--- src/ssq_pkg.sv ---
// shared constants and types of the setpoint step-program sequencer
package ssq_pkg;

	// ----------------------------------------
	// sizes
	// ----------------------------------------
	localparam int STEPS_MAX = 8;
	localparam int STEPS_DEFAULT = 1;
	localparam int CONTACTS = 5;
	localparam int VAL_W = 16;

	// ----------------------------------------
	// contact operation types
	// ----------------------------------------
	localparam logic [4:0] CONTACT_NONE = 5'h00;
	localparam logic [4:0] CONTACT_RAMP_CTL = 5'h0d;

	// ----------------------------------------
	// ramp type, units, start and end settings
	// ----------------------------------------
	localparam logic [1:0] RT_STANDARD = 2'h0;
	localparam logic [1:0] RT_MULTI = 2'h1;
	localparam logic [1:0] RT_STEP_NORESUME = 2'h2;
	localparam logic [1:0] RT_STEP_RESUME = 2'h3;
	localparam logic [1:0] RAMP_TYPE_RESET = RT_STANDARD;
	localparam logic [1:0] SLOPE_PER_SEC = 2'h0;
	localparam logic [1:0] SLOPE_PER_MIN = 2'h1;
	localparam logic [1:0] SLOPE_PER_HOUR = 2'h2;
	localparam logic [1:0] SLOPE_UNIT_RESET = SLOPE_PER_MIN;
	localparam logic [1:0] SOAK_TENTH = 2'h0;
	localparam logic [1:0] SOAK_SEC = 2'h1;
	localparam logic [1:0] SOAK_MIN = 2'h2;
	localparam logic [1:0] SOAK_UNIT_RESET = SOAK_TENTH;
	localparam logic [1:0] PVS_NONE = 2'h0;
	localparam logic [1:0] PVS_UP = 2'h1;
	localparam logic [1:0] PVS_DOWN = 2'h2;
	localparam logic [1:0] LOOP_STOP = 2'h0;
	localparam logic [1:0] LOOP_REPEAT = 2'h1;
	localparam logic [1:0] LOOP_HOLD = 2'h2;

	// ----------------------------------------
	// timing
	// ----------------------------------------
	localparam int CLK_PERIOD_NS = 10;
	localparam int TENTH_NS = 100_000_000;
	localparam int TENTH_CYCLES = TENTH_NS / CLK_PERIOD_NS;
	localparam int TENTHS_PER_SEC = 10;
	localparam int SEC_PER_MIN = 60;
	localparam int MIN_PER_HOUR = 60;

	// ----------------------------------------
	// remaining-time display
	// ----------------------------------------
	localparam logic [15:0] REM_SAT_TENTH = 16'h270f;
	localparam logic [15:0] REM_SAT_SEXA = 16'h176f;
	localparam logic [15:0] DISP_RADIX = 16'h0064;
	localparam logic [15:0] SEXA_RADIX = 16'h003c;
	localparam logic [6:0] DISP_SAT = 7'h63;

	typedef enum logic [2:0] {
		SSQ_IDLE,
		SSQ_RAMP_ENTRY,
		SSQ_RAMP,
		SSQ_SOAK_ENTRY,
		SSQ_SOAK,
		SSQ_HOLD
	} ssq_state_t;

endpackage : ssq_pkg

--- src/ssq_timebase.sv ---
// time base: tenth, second, minute and hour tick pulses
`timescale 1ns/100ps

module ssq_timebase #(
	parameter int TENTH_CYCLES = ssq_pkg::TENTH_CYCLES
) (
	input wire logic clk_sys,
	input wire logic srst,
	output logic tickTenth,
	output logic tickSec,
	output logic tickMin,
	output logic tickHour
);

	localparam int CW = $clog2(TENTH_CYCLES);

	if (TENTH_CYCLES < 2) begin : g_chk
		$error("ssq_timebase: TENTH_CYCLES must be at least 2");
	end

	logic [CW-1:0] cyc_q;
	logic [3:0] tenth_q;
	logic [5:0] sec_q;
	logic [5:0] min_q;
	logic wrapTenth, wrapSec, wrapMin, wrapHour;

	assign wrapTenth = cyc_q == CW'(TENTH_CYCLES - 1);
	assign wrapSec = wrapTenth && tenth_q == 4'(ssq_pkg::TENTHS_PER_SEC - 1);
	assign wrapMin = wrapSec && sec_q == 6'(ssq_pkg::SEC_PER_MIN - 1);
	assign wrapHour = wrapMin && min_q == 6'(ssq_pkg::MIN_PER_HOUR - 1);

	// ----------------------------------------
	// cascaded counters
	// ----------------------------------------
	always_ff @(posedge clk_sys) begin
		if (srst) begin
			cyc_q <= '0;
			tenth_q <= '0;
			sec_q <= '0;
			min_q <= '0;
		end else begin
			cyc_q <= wrapTenth ? '0 : cyc_q + 1'b1;
			if (wrapTenth) tenth_q <= wrapSec ? '0 : tenth_q + 1'b1;
			if (wrapSec) sec_q <= wrapMin ? '0 : sec_q + 1'b1;
			if (wrapMin) min_q <= wrapHour ? '0 : min_q + 1'b1;
		end
	end

	always_ff @(posedge clk_sys) begin
		if (srst) begin
			tickTenth <= 1'b0;
			tickSec <= 1'b0;
			tickMin <= 1'b0;
			tickHour <= 1'b0;
		end else begin
			tickTenth <= wrapTenth;
			tickSec <= wrapSec;
			tickMin <= wrapMin;
			tickHour <= wrapHour;
		end
	end

endmodule : ssq_timebase

--- src/ssq_sequencer.sv ---
// setpoint step-program sequencer: ramp/soak steps, resume policy, checkpoints
`timescale 1ns/100ps

module ssq_sequencer #(
	parameter int STEPS = ssq_pkg::STEPS_MAX,
	parameter int CONTACTS = ssq_pkg::CONTACTS,
	parameter int TENTH_CYCLES = ssq_pkg::TENTH_CYCLES
) (
	input wire logic clk_sys,
	input wire logic srst,
	input wire logic runMode,
	input wire logic autoMode,
	input wire logic powerUp,
	input wire logic [4:0] contactType [CONTACTS],
	input wire logic [CONTACTS-1:0] digitalInputContact,
	input wire logic [1:0] rampType,
	input wire logic [1:0] rampSlopeUnitSetting,
	input wire logic [1:0] soakUnit,
	input wire logic [1:0] pvStartMode,
	input wire logic [1:0] loopMode,
	input wire logic [3:0] stepCount,
	input wire logic signed [15:0] localSetpoint [STEPS],
	input wire logic [15:0] stepRampRate [STEPS],
	input wire logic [15:0] stepSoakTime [STEPS],
	input wire logic signed [15:0] processValue,
	input wire logic processValueAlarm,
	input wire logic [7:0] rangeType,
	input wire logic rangeLinear,
	input wire logic signed [15:0] rangeLow,
	input wire logic signed [15:0] rangeHigh,
	input wire logic limitWrite,
	input wire logic signed [15:0] limitLowIn,
	input wire logic signed [15:0] limitHighIn,
	input wire logic nvRunning,
	input wire logic [$clog2(STEPS)-1:0] nvStep,
	input wire logic nvInSoak,
	input wire logic signed [15:0] nvStartSp,
	output logic signed [15:0] setpoint,
	output logic [$clog2(STEPS)-1:0] stepIndex,
	output logic inRamp,
	output logic inSoak,
	output logic rampDisabled,
	output logic forceReady,
	output logic nvWrite,
	output logic nvWriteRunning,
	output logic [$clog2(STEPS)-1:0] nvWriteStep,
	output logic nvWriteSoak,
	output logic signed [15:0] nvWriteStartSp,
	output logic [6:0] remainHi,
	output logic [6:0] remainLo,
	output logic signed [15:0] spLowLimit,
	output logic signed [15:0] spHighLimit
);

	localparam int IW = $clog2(STEPS);

	if (STEPS < 2 || STEPS > ssq_pkg::STEPS_MAX || CONTACTS < 1) begin : g_chk
		$error("ssq_sequencer: STEPS must be 2..8 and CONTACTS at least 1");
	end

	ssq_pkg::ssq_state_t state_q;
	logic [IW-1:0] step_q;
	logic signed [15:0] sp_q;
	logic signed [15:0] startSp_q;
	logic [15:0] soak_q;
	logic runAutoPrev_q;
	logic [1:0] rampTypePrev_q;
	logic [7:0] rangePrev_q;

	logic tickTenth, tickSec, tickMin, tickHour;
	logic slopeTick, soakTick;
	logic [CONTACTS-1:0] ctlHit;
	logic stepEnabled, resumeType, runAuto, runStart, autoRise;
	logic [IW-1:0] lastIdx;
	logic lastStep, advanceNow, typeEnter;
	logic signed [15:0] target;
	logic signed [16:0] upSum, downSum;

	// ----------------------------------------
	// time base
	// ----------------------------------------
	ssq_timebase #(
		.TENTH_CYCLES(TENTH_CYCLES)
	) u_timebase (
		.clk_sys(clk_sys),
		.srst(srst),
		.tickTenth(tickTenth),
		.tickSec(tickSec),
		.tickMin(tickMin),
		.tickHour(tickHour)
	);

	always_comb begin
		case (rampSlopeUnitSetting)
			ssq_pkg::SLOPE_PER_SEC: slopeTick = tickSec;
			ssq_pkg::SLOPE_PER_MIN: slopeTick = tickMin;
			ssq_pkg::SLOPE_PER_HOUR: slopeTick = tickHour;
			default: slopeTick = 1'b0;
		endcase
		case (soakUnit)
			ssq_pkg::SOAK_TENTH: soakTick = tickTenth;
			ssq_pkg::SOAK_SEC: soakTick = tickSec;
			ssq_pkg::SOAK_MIN: soakTick = tickMin;
			default: soakTick = 1'b0;
		endcase
	end

	// ----------------------------------------
	// ramp-control contacts
	// ----------------------------------------
	for (genvar i = 0; i < CONTACTS; i++) begin : g_contact
		// on = disabled; other operation types are ignored here
		assign ctlHit[i] = contactType[i] == ssq_pkg::CONTACT_RAMP_CTL && digitalInputContact[i];
	end
	assign rampDisabled = |ctlHit;

	// ----------------------------------------
	// sequencing decisions
	// ----------------------------------------
	// out-of-range count falls back to the default single step
	assign lastIdx = (stepCount == 4'h0 || 32'(stepCount) > STEPS) ? IW'(ssq_pkg::STEPS_DEFAULT - 1)
		: IW'(stepCount - 4'h1);
	assign lastStep = step_q == lastIdx;
	assign stepEnabled = rampType == ssq_pkg::RT_STEP_NORESUME || rampType == ssq_pkg::RT_STEP_RESUME;
	assign resumeType = rampType == ssq_pkg::RT_STEP_RESUME;
	assign runAuto = runMode && autoMode;
	assign runStart = runAuto && !runAutoPrev_q && stepEnabled && state_q == ssq_pkg::SSQ_IDLE;
	assign autoRise = runAuto && !runAutoPrev_q;
	assign typeEnter = runMode && !rampTypePrev_q[1] && rampType[1];
	assign target = localSetpoint[step_q];
	assign upSum = 17'(sp_q) + 17'(stepRampRate[step_q]);
	assign downSum = 17'(sp_q) - 17'(stepRampRate[step_q]);
	assign advanceNow = (state_q == ssq_pkg::SSQ_SOAK_ENTRY && stepSoakTime[step_q] == 16'h0000)
		|| (state_q == ssq_pkg::SSQ_SOAK && soakTick && soak_q <= 16'h0001);

	always_ff @(posedge clk_sys) begin
		if (srst) begin
			runAutoPrev_q <= 1'b0;
			rampTypePrev_q <= ssq_pkg::RAMP_TYPE_RESET;
		end else begin
			runAutoPrev_q <= runAuto;
			rampTypePrev_q <= rampType;
		end
	end

	// ----------------------------------------
	// program state machine
	// ----------------------------------------
	always_ff @(posedge clk_sys) begin
		if (srst) begin
			state_q <= ssq_pkg::SSQ_IDLE;
			step_q <= '0;
			sp_q <= '0;
			startSp_q <= '0;
			soak_q <= '0;
			forceReady <= 1'b0;
			nvWrite <= 1'b0;
			nvWriteRunning <= 1'b0;
			nvWriteStep <= '0;
			nvWriteSoak <= 1'b0;
			nvWriteStartSp <= '0;
		end else begin
			forceReady <= typeEnter;
			nvWrite <= 1'b0;
			if (powerUp && nvRunning && rampType == ssq_pkg::RT_STEP_NORESUME) begin
				forceReady <= 1'b1;
				sp_q <= nvStartSp;
				state_q <= ssq_pkg::SSQ_IDLE;
				step_q <= '0;
			end else if (powerUp && nvRunning && resumeType) begin
				step_q <= nvStep;
				startSp_q <= nvStartSp;
				if (nvInSoak || processValueAlarm) begin
					sp_q <= localSetpoint[nvStep];
					state_q <= ssq_pkg::SSQ_SOAK_ENTRY;
				end else begin
					sp_q <= processValue;
					state_q <= ssq_pkg::SSQ_RAMP_ENTRY;
				end
			end else if (!runMode || !stepEnabled || typeEnter) begin
				if (state_q != ssq_pkg::SSQ_IDLE) begin
					// clear the run flag so a later power-up does not resume
					nvWrite <= 1'b1;
					nvWriteRunning <= 1'b0;
				end
				state_q <= ssq_pkg::SSQ_IDLE;
				step_q <= '0;
			end else if (advanceNow) begin
				if (!lastStep) begin
					step_q <= step_q + 1'b1;
					state_q <= ssq_pkg::SSQ_RAMP_ENTRY;
				end else begin
					case (loopMode)
						ssq_pkg::LOOP_REPEAT: begin
							step_q <= '0;
							state_q <= ssq_pkg::SSQ_RAMP_ENTRY;
						end
						ssq_pkg::LOOP_HOLD: state_q <= ssq_pkg::SSQ_HOLD;
						default: begin
							forceReady <= 1'b1;
							state_q <= ssq_pkg::SSQ_IDLE;
							step_q <= '0;
						end
					endcase
				end
			end else begin
				case (state_q)
					ssq_pkg::SSQ_IDLE: begin
						if (runStart) begin
							step_q <= '0;
							nvWrite <= !resumeType;
							nvWriteRunning <= 1'b1;
							nvWriteStep <= '0;
							nvWriteSoak <= 1'b0;
							if (pvStartMode == ssq_pkg::PVS_UP && processValue < localSetpoint[0]) begin
								sp_q <= processValue;
								startSp_q <= processValue;
								nvWriteStartSp <= processValue;
								state_q <= ssq_pkg::SSQ_RAMP_ENTRY;
							end else if (pvStartMode == ssq_pkg::PVS_DOWN && processValue > localSetpoint[0]) begin
								sp_q <= processValue;
								startSp_q <= processValue;
								nvWriteStartSp <= processValue;
								state_q <= ssq_pkg::SSQ_RAMP_ENTRY;
							end else begin
								sp_q <= localSetpoint[0];
								startSp_q <= localSetpoint[0];
								nvWriteStartSp <= localSetpoint[0];
								state_q <= ssq_pkg::SSQ_SOAK_ENTRY;
							end
						end
					end
					ssq_pkg::SSQ_RAMP_ENTRY: begin
						if (stepRampRate[step_q] == 16'h0000 || sp_q == target || rampDisabled) begin
							state_q <= ssq_pkg::SSQ_SOAK_ENTRY;
						end else begin
							state_q <= ssq_pkg::SSQ_RAMP;
							nvWrite <= resumeType;
							nvWriteRunning <= 1'b1;
							nvWriteStep <= step_q;
							nvWriteSoak <= 1'b0;
							nvWriteStartSp <= startSp_q;
						end
					end
					ssq_pkg::SSQ_RAMP: begin
						if (rampDisabled) begin
							state_q <= ssq_pkg::SSQ_SOAK_ENTRY;
						end else if (autoRise) begin
							sp_q <= processValue;
						end else if (slopeTick) begin
							if (sp_q < target) begin
								sp_q <= upSum >= 17'(target) ? target : upSum[15:0];
								if (upSum >= 17'(target)) state_q <= ssq_pkg::SSQ_SOAK_ENTRY;
							end else begin
								sp_q <= downSum <= 17'(target) ? target : downSum[15:0];
								if (downSum <= 17'(target)) state_q <= ssq_pkg::SSQ_SOAK_ENTRY;
							end
						end
					end
					ssq_pkg::SSQ_SOAK_ENTRY: begin
						soak_q <= stepSoakTime[step_q];
						state_q <= ssq_pkg::SSQ_SOAK;
						nvWrite <= resumeType;
						nvWriteRunning <= 1'b1;
						nvWriteStep <= step_q;
						nvWriteSoak <= 1'b1;
						nvWriteStartSp <= startSp_q;
					end
					ssq_pkg::SSQ_SOAK: begin
						if (soakTick) soak_q <= soak_q - 1'b1;
					end
					ssq_pkg::SSQ_HOLD: state_q <= ssq_pkg::SSQ_HOLD;
					default: state_q <= ssq_pkg::SSQ_IDLE;
				endcase
			end
		end
	end

	assign setpoint = sp_q;
	assign stepIndex = step_q;
	assign inRamp = state_q == ssq_pkg::SSQ_RAMP;
	assign inSoak = state_q == ssq_pkg::SSQ_SOAK || state_q == ssq_pkg::SSQ_HOLD;

	// ----------------------------------------
	// remaining-time display
	// ----------------------------------------
	logic [15:0] remVal;
	assign remVal = state_q == ssq_pkg::SSQ_SOAK ? soak_q : stepSoakTime[step_q];

	always_ff @(posedge clk_sys) begin
		if (srst) begin
			remainHi <= '0;
			remainLo <= '0;
		end else if (soakUnit == ssq_pkg::SOAK_TENTH) begin
			remainHi <= remVal > ssq_pkg::REM_SAT_TENTH ? ssq_pkg::DISP_SAT : 7'(remVal / ssq_pkg::DISP_RADIX);
			remainLo <= remVal > ssq_pkg::REM_SAT_TENTH ? ssq_pkg::DISP_SAT : 7'(remVal % ssq_pkg::DISP_RADIX);
		end else begin
			// MM.SS or HH.MM: same base-60 split; saturates at 99.99
			remainHi <= remVal > ssq_pkg::REM_SAT_SEXA ? ssq_pkg::DISP_SAT : 7'(remVal / ssq_pkg::SEXA_RADIX);
			remainLo <= remVal > ssq_pkg::REM_SAT_SEXA ? ssq_pkg::DISP_SAT : 7'(remVal % ssq_pkg::SEXA_RADIX);
		end
	end

	// ----------------------------------------
	// setpoint limits
	// ----------------------------------------
	always_ff @(posedge clk_sys) begin
		if (srst) begin
			rangePrev_q <= rangeType;
			spLowLimit <= rangeLow;
			spHighLimit <= rangeHigh;
		end else begin
			rangePrev_q <= rangeType;
			if (rangeType != rangePrev_q && !rangeLinear) begin
				spLowLimit <= rangeLow;
				spHighLimit <= rangeHigh;
			end else if (limitWrite) begin
				spLowLimit <= limitLowIn;
				spHighLimit <= limitHighIn;
			end
		end
	end

endmodule : ssq_sequencer

--- config.mk ---
export PLATFORM = sky130hd
export DESIGN_NAME = ssq_sequencer
export DESIGN_NICKNAME = d
export VERILOG_FILES = /design/src/ssq_pkg.sv /design/src/ssq_timebase.sv /design/src/ssq_sequencer.sv
export SDC_FILE = /design/constraint.sdc
export NUM_CORES = 1
export LEC_CHECK = 0
export BUFFER_PORTS_ARGS = -buffer_cell sky130_fd_sc_hd__buf_2
export CAP_MARGIN = 10
export CORE_AREA = 2 2 251 253
export CTS_CLUSTER_SIZE = 10
export DETAILED_ROUTE_END_ITERATION = 10
export DIE_AREA = 0 0 253 255
export SYNTH_ARGS = -nofsm -noshare
export SYNTH_HDL_FRONTEND = slang
export SYNTH_SLANG_ARGS = --single-unit
--- constraint.sdc ---
create_clock -name clk_sys -period 10.6 [get_ports clk_sys]
set_clock_uncertainty 0.1 [all_clocks]
set_input_delay 0.53 -clock clk_sys [delete_from_list [all_inputs] [get_ports clk_sys]]
set_output_delay 0.53 -clock clk_sys [all_outputs]
set_load 0.03 [all_outputs]
==> impl_metrics.yaml <==
synth:
  synthTopCellsByCount: "243 x nor2_1, 180 x a21oi_1, 165 x nand2_1"
  synth_top_area_share_pct: 15.24
  synth_nets: 2863
  ys_ff_latch: 177
  ys_top_cells_by_area: "dfxtp_1 15%, mux4_2 14%, ha_1 7.2%"
  syn_area_mm2: 0.01905
  synth_cells: 2207
  yosysTopAreaCell: "dfxtp_1"
  yosysMostFrequentCell: "nor2_1"
  synth.yosys.seq_area_share_pct: 20.28
  synthFlopType: "dfxtp_1"
  ys_types: 110
  synth_edf_count: 32
  synth_warnings: 0
  avgSynthCellArea_um2: 8.632
  async_flop_share_pct: 0
setup_path:
  r2r-start: "stepIndex[0]"
  rr_endpoint: "remainLo[5]"
  cpMostUsedCell: "a22o_1"
  critical_path_required_ns: 10.88
  end_kind: "flop"
  r2r_cells: 25
  critPathSlowestCell: "o31ai_2"
  worstPathArrival_ns: 9.44
  reg2reg_slack_ns: 1.44
  cp_slowest_stage_delay_ns: 0.84
  start_kind: "flop"
  critPathKind: "flop to flop"
  critPathMaxFanout: 40
clocking:
  cts_buffer_depth: 2
  cts_root_buffer: "clkbuf_16"
  cts_setup_buffers: 0
  cts_tree: "built"
  clock_latency_ns: 0.48
  htreeDepth: 4
  cts_buffers: 17
  hold_buffers: 0
  clock_sinks: 177
  cts_resized: 0
  cts.clk_slew.worst_paths_ns: 0.08
sta:
  hold_viol_final: 0
  tightest_slew_ns: 1.116
  max_freq_mhz: 109.2
  slew_viol_final: 0
  rsz0062_at_grt: "no"
  setup_viol: 0
  post-route-min-period_ns: 9.155
  finalCritPeriodShare_pct: 86.37
  setup_tns_ns: 0
  slew_headroom_pct: 25.51
  setup_ws_ns: 1.445
floorplanning:
  io_pins: 636
  die_area_mm2: 0.06452
  rows: 92
  die_w_um: 253
  die_h_um: 255
  core_area_mm2: 0.06216
  initial_core_util_pct: 30.65
cells_and_area:
  stdcell_area_mm2: 0.02352
  drive_gt1_share_pct: 34.13
  n_fill_cell: 6400
  area_growth_pct: 23.44
  nNetsFinal: 3406
min_path:
  hold_end: "rangePrev_q[6]"
  hp-class: "input pin to flop"
  holdPathStages: 1
  worstHoldStart: "rangeType[6]"
power_and_ir_drop:
  power_per_cell_area_mw_per_mm2: 123.5
  totalPowerFinal_mw: 2.905
  ir_worst_vdd_mv: 0.1178
  p_leak_nw: 10.25
global_route:
  antenna_found_initial: 5
  grtUsageTotal_pct: 21.67
  grt.overflow.total: 0
  grt_pass1_wl_um: 107000
  grt_pass1_vias: 18190
  grt_start_max_net_pins: 81
detailed_routing:
  dr.max_layer_used: "met5"
  drtIter0Drc: 1663
  drc: 0
  postRouteAntennaNets: 0
  viasPerCell: 5.560
  routed-via-count: 19830
  route.layer.met1.wl_um: 30640
  drtPass1Iterations: 6
  wl_met2_um: 35560
  finalWirelength_um: 73260
  wl_met3_um: 5237
  post_drt_wl_per_cell_um: 20.54
run:
  cap_violations: 0
placement:
  gp_congestion: 0.9553
  post-dp-hpwl_um: 59210
  port_buffers: 635
  place_ws_ns: 1.580
  dpl_cell_area_mm2: 0.02289
status:
  status: "finished clean"
-- per-layer routing --
layer,up-vias,GRT usage (%)
met5,-,0
met4,4,7.151
met3,110,4.210
met2,764,36.25
met1,9449,28.03
li1,9499,-
-- cell families (layout without fill, tap and decap cells) --
kind of cell    Yosys count  in the layout  synth area share (%)
compound gates          649            649                 23.59
flops                   177            177                 20.28
mux                     282            282                 22.82
simple gates            688            688                 17.15
buf+inv                 212            768                 4.630
other cells               0              4                     0
fa+ha+maj               114            114                 7.533
xor+xnor                 85             85                 3.987
-- worst max-delay path by stage --
| stage | from | to | slack [ns] | cells past startpoint |
|---|---|---|---|---|
| 2_1_floorplan | stepIndex[0] | setpoint[8] | 2.02 | 35 |
| 3_3_place_gp | stepIndex[0] | remainLo[5] | 1.74 | 25 |
| 4_1_cts | stepIndex[0] | setpoint[14] | 1.56 | 38 |
| 6_report | stepIndex[0] | remainLo[5] | 1.44 | 25 |
| 3_5_place_dp | stepIndex[0] | remainLo[5] | 1.58 | 25 |
| 5_1_grt | stepIndex[0] | remainLo[5] | 0.66 | 25 |
-- through the flow --
stage | hold WS, ns | std cells | utilization, %
final | 0.07300 | 3566 | 37.83
after global routing | 0.04775 | 3564 | 37.82
after CTS | 0.03993 | 3562 | 37.82
after detailed placement | 0.3541 | 3530 | 36.83
after global placement | 0.3466 | 3530 | 36.83
after floorplan | 0.3302 | 2207 | -
-- cells in the final DEF (no fill, tap or decap), types with 8 or more instances in the layout --
cell	instances
mux2i_1	109
o211ai_1	24
nor3_1	51
and3_1	22
a211o_1	18
and2_1	8
a22o_1	8
a22oi_1	14
nand2b_1	28
a211oi_1	73
nand2_1	165
a21oi_1	178
o21bai_1	22
a31oi_1	14
o22ai_1	16
o21a_1	14
or2_2	17
nor4_1	12
mux4_2	116
nor2_1	240
or3_1	15
inv_1	68
xor2_1	42
edfxtp_1	32
o31ai_1	8
dfxtp_1	143
xnor2_1	41
a21o_1	36
nand3_1	44
clkbuf_16	17
mux2_2	55
ha_1	109
o21ai_0	110
nor2b_1	14
o31a_1	10
o2111ai_1	12
nand4_1	27
buf_2	634
buf_4	32
nor3b_1	11
-- flip-flops by register name, summed over array words and instances (netlist names), 4 cells and up --
name                count
spHighLimit            16
remainLo                7
spLowLimit             16
nvWriteStartSp         16
u_timebase.tenth_q      4
startSp_q              16
u_timebase.cyc_q       24
u_timebase.sec_q        6
u_timebase.min_q        6
remainHi                7
rangePrev_q             8
soak_q                 16
setpoint               16
-- cell type report --
type	instances	area (um2)	share of cell area (%)
Timing Repair Buffer	666	3413	14.51
Tap cell	799	999.7	4.251
Multi-Input combinational cell	1818	14350	61.00
Sequential cell	177	3871	16.46
Clock buffer	18	429.2	1.825
Inverter	70	264.0	1.123
Antenna cell	4	10.01	0.04256
Clock inverter	14	183.9	0.7821
-- worst max-delay path: cells and delay by family, from the launching register on --
family          cells  cell delay, ns
compound gates     13            5.05
simple gates        6            1.43
flops               1            0.73
xor+xnor            2            0.59
mux                 2            0.46
fa+ha+maj           1            0.41
buf+inv             1            0.19
-- report_power, final --
part	switching, mW	total, mW	internal [mW]
sequential	0.0170	0.727	0.710
clock	0.333	0.674	0.341
combinational	0.900	1.50	0.604
total	1.25	2.90	1.66
Note: power is estimated with default switching activity, not from simulation.
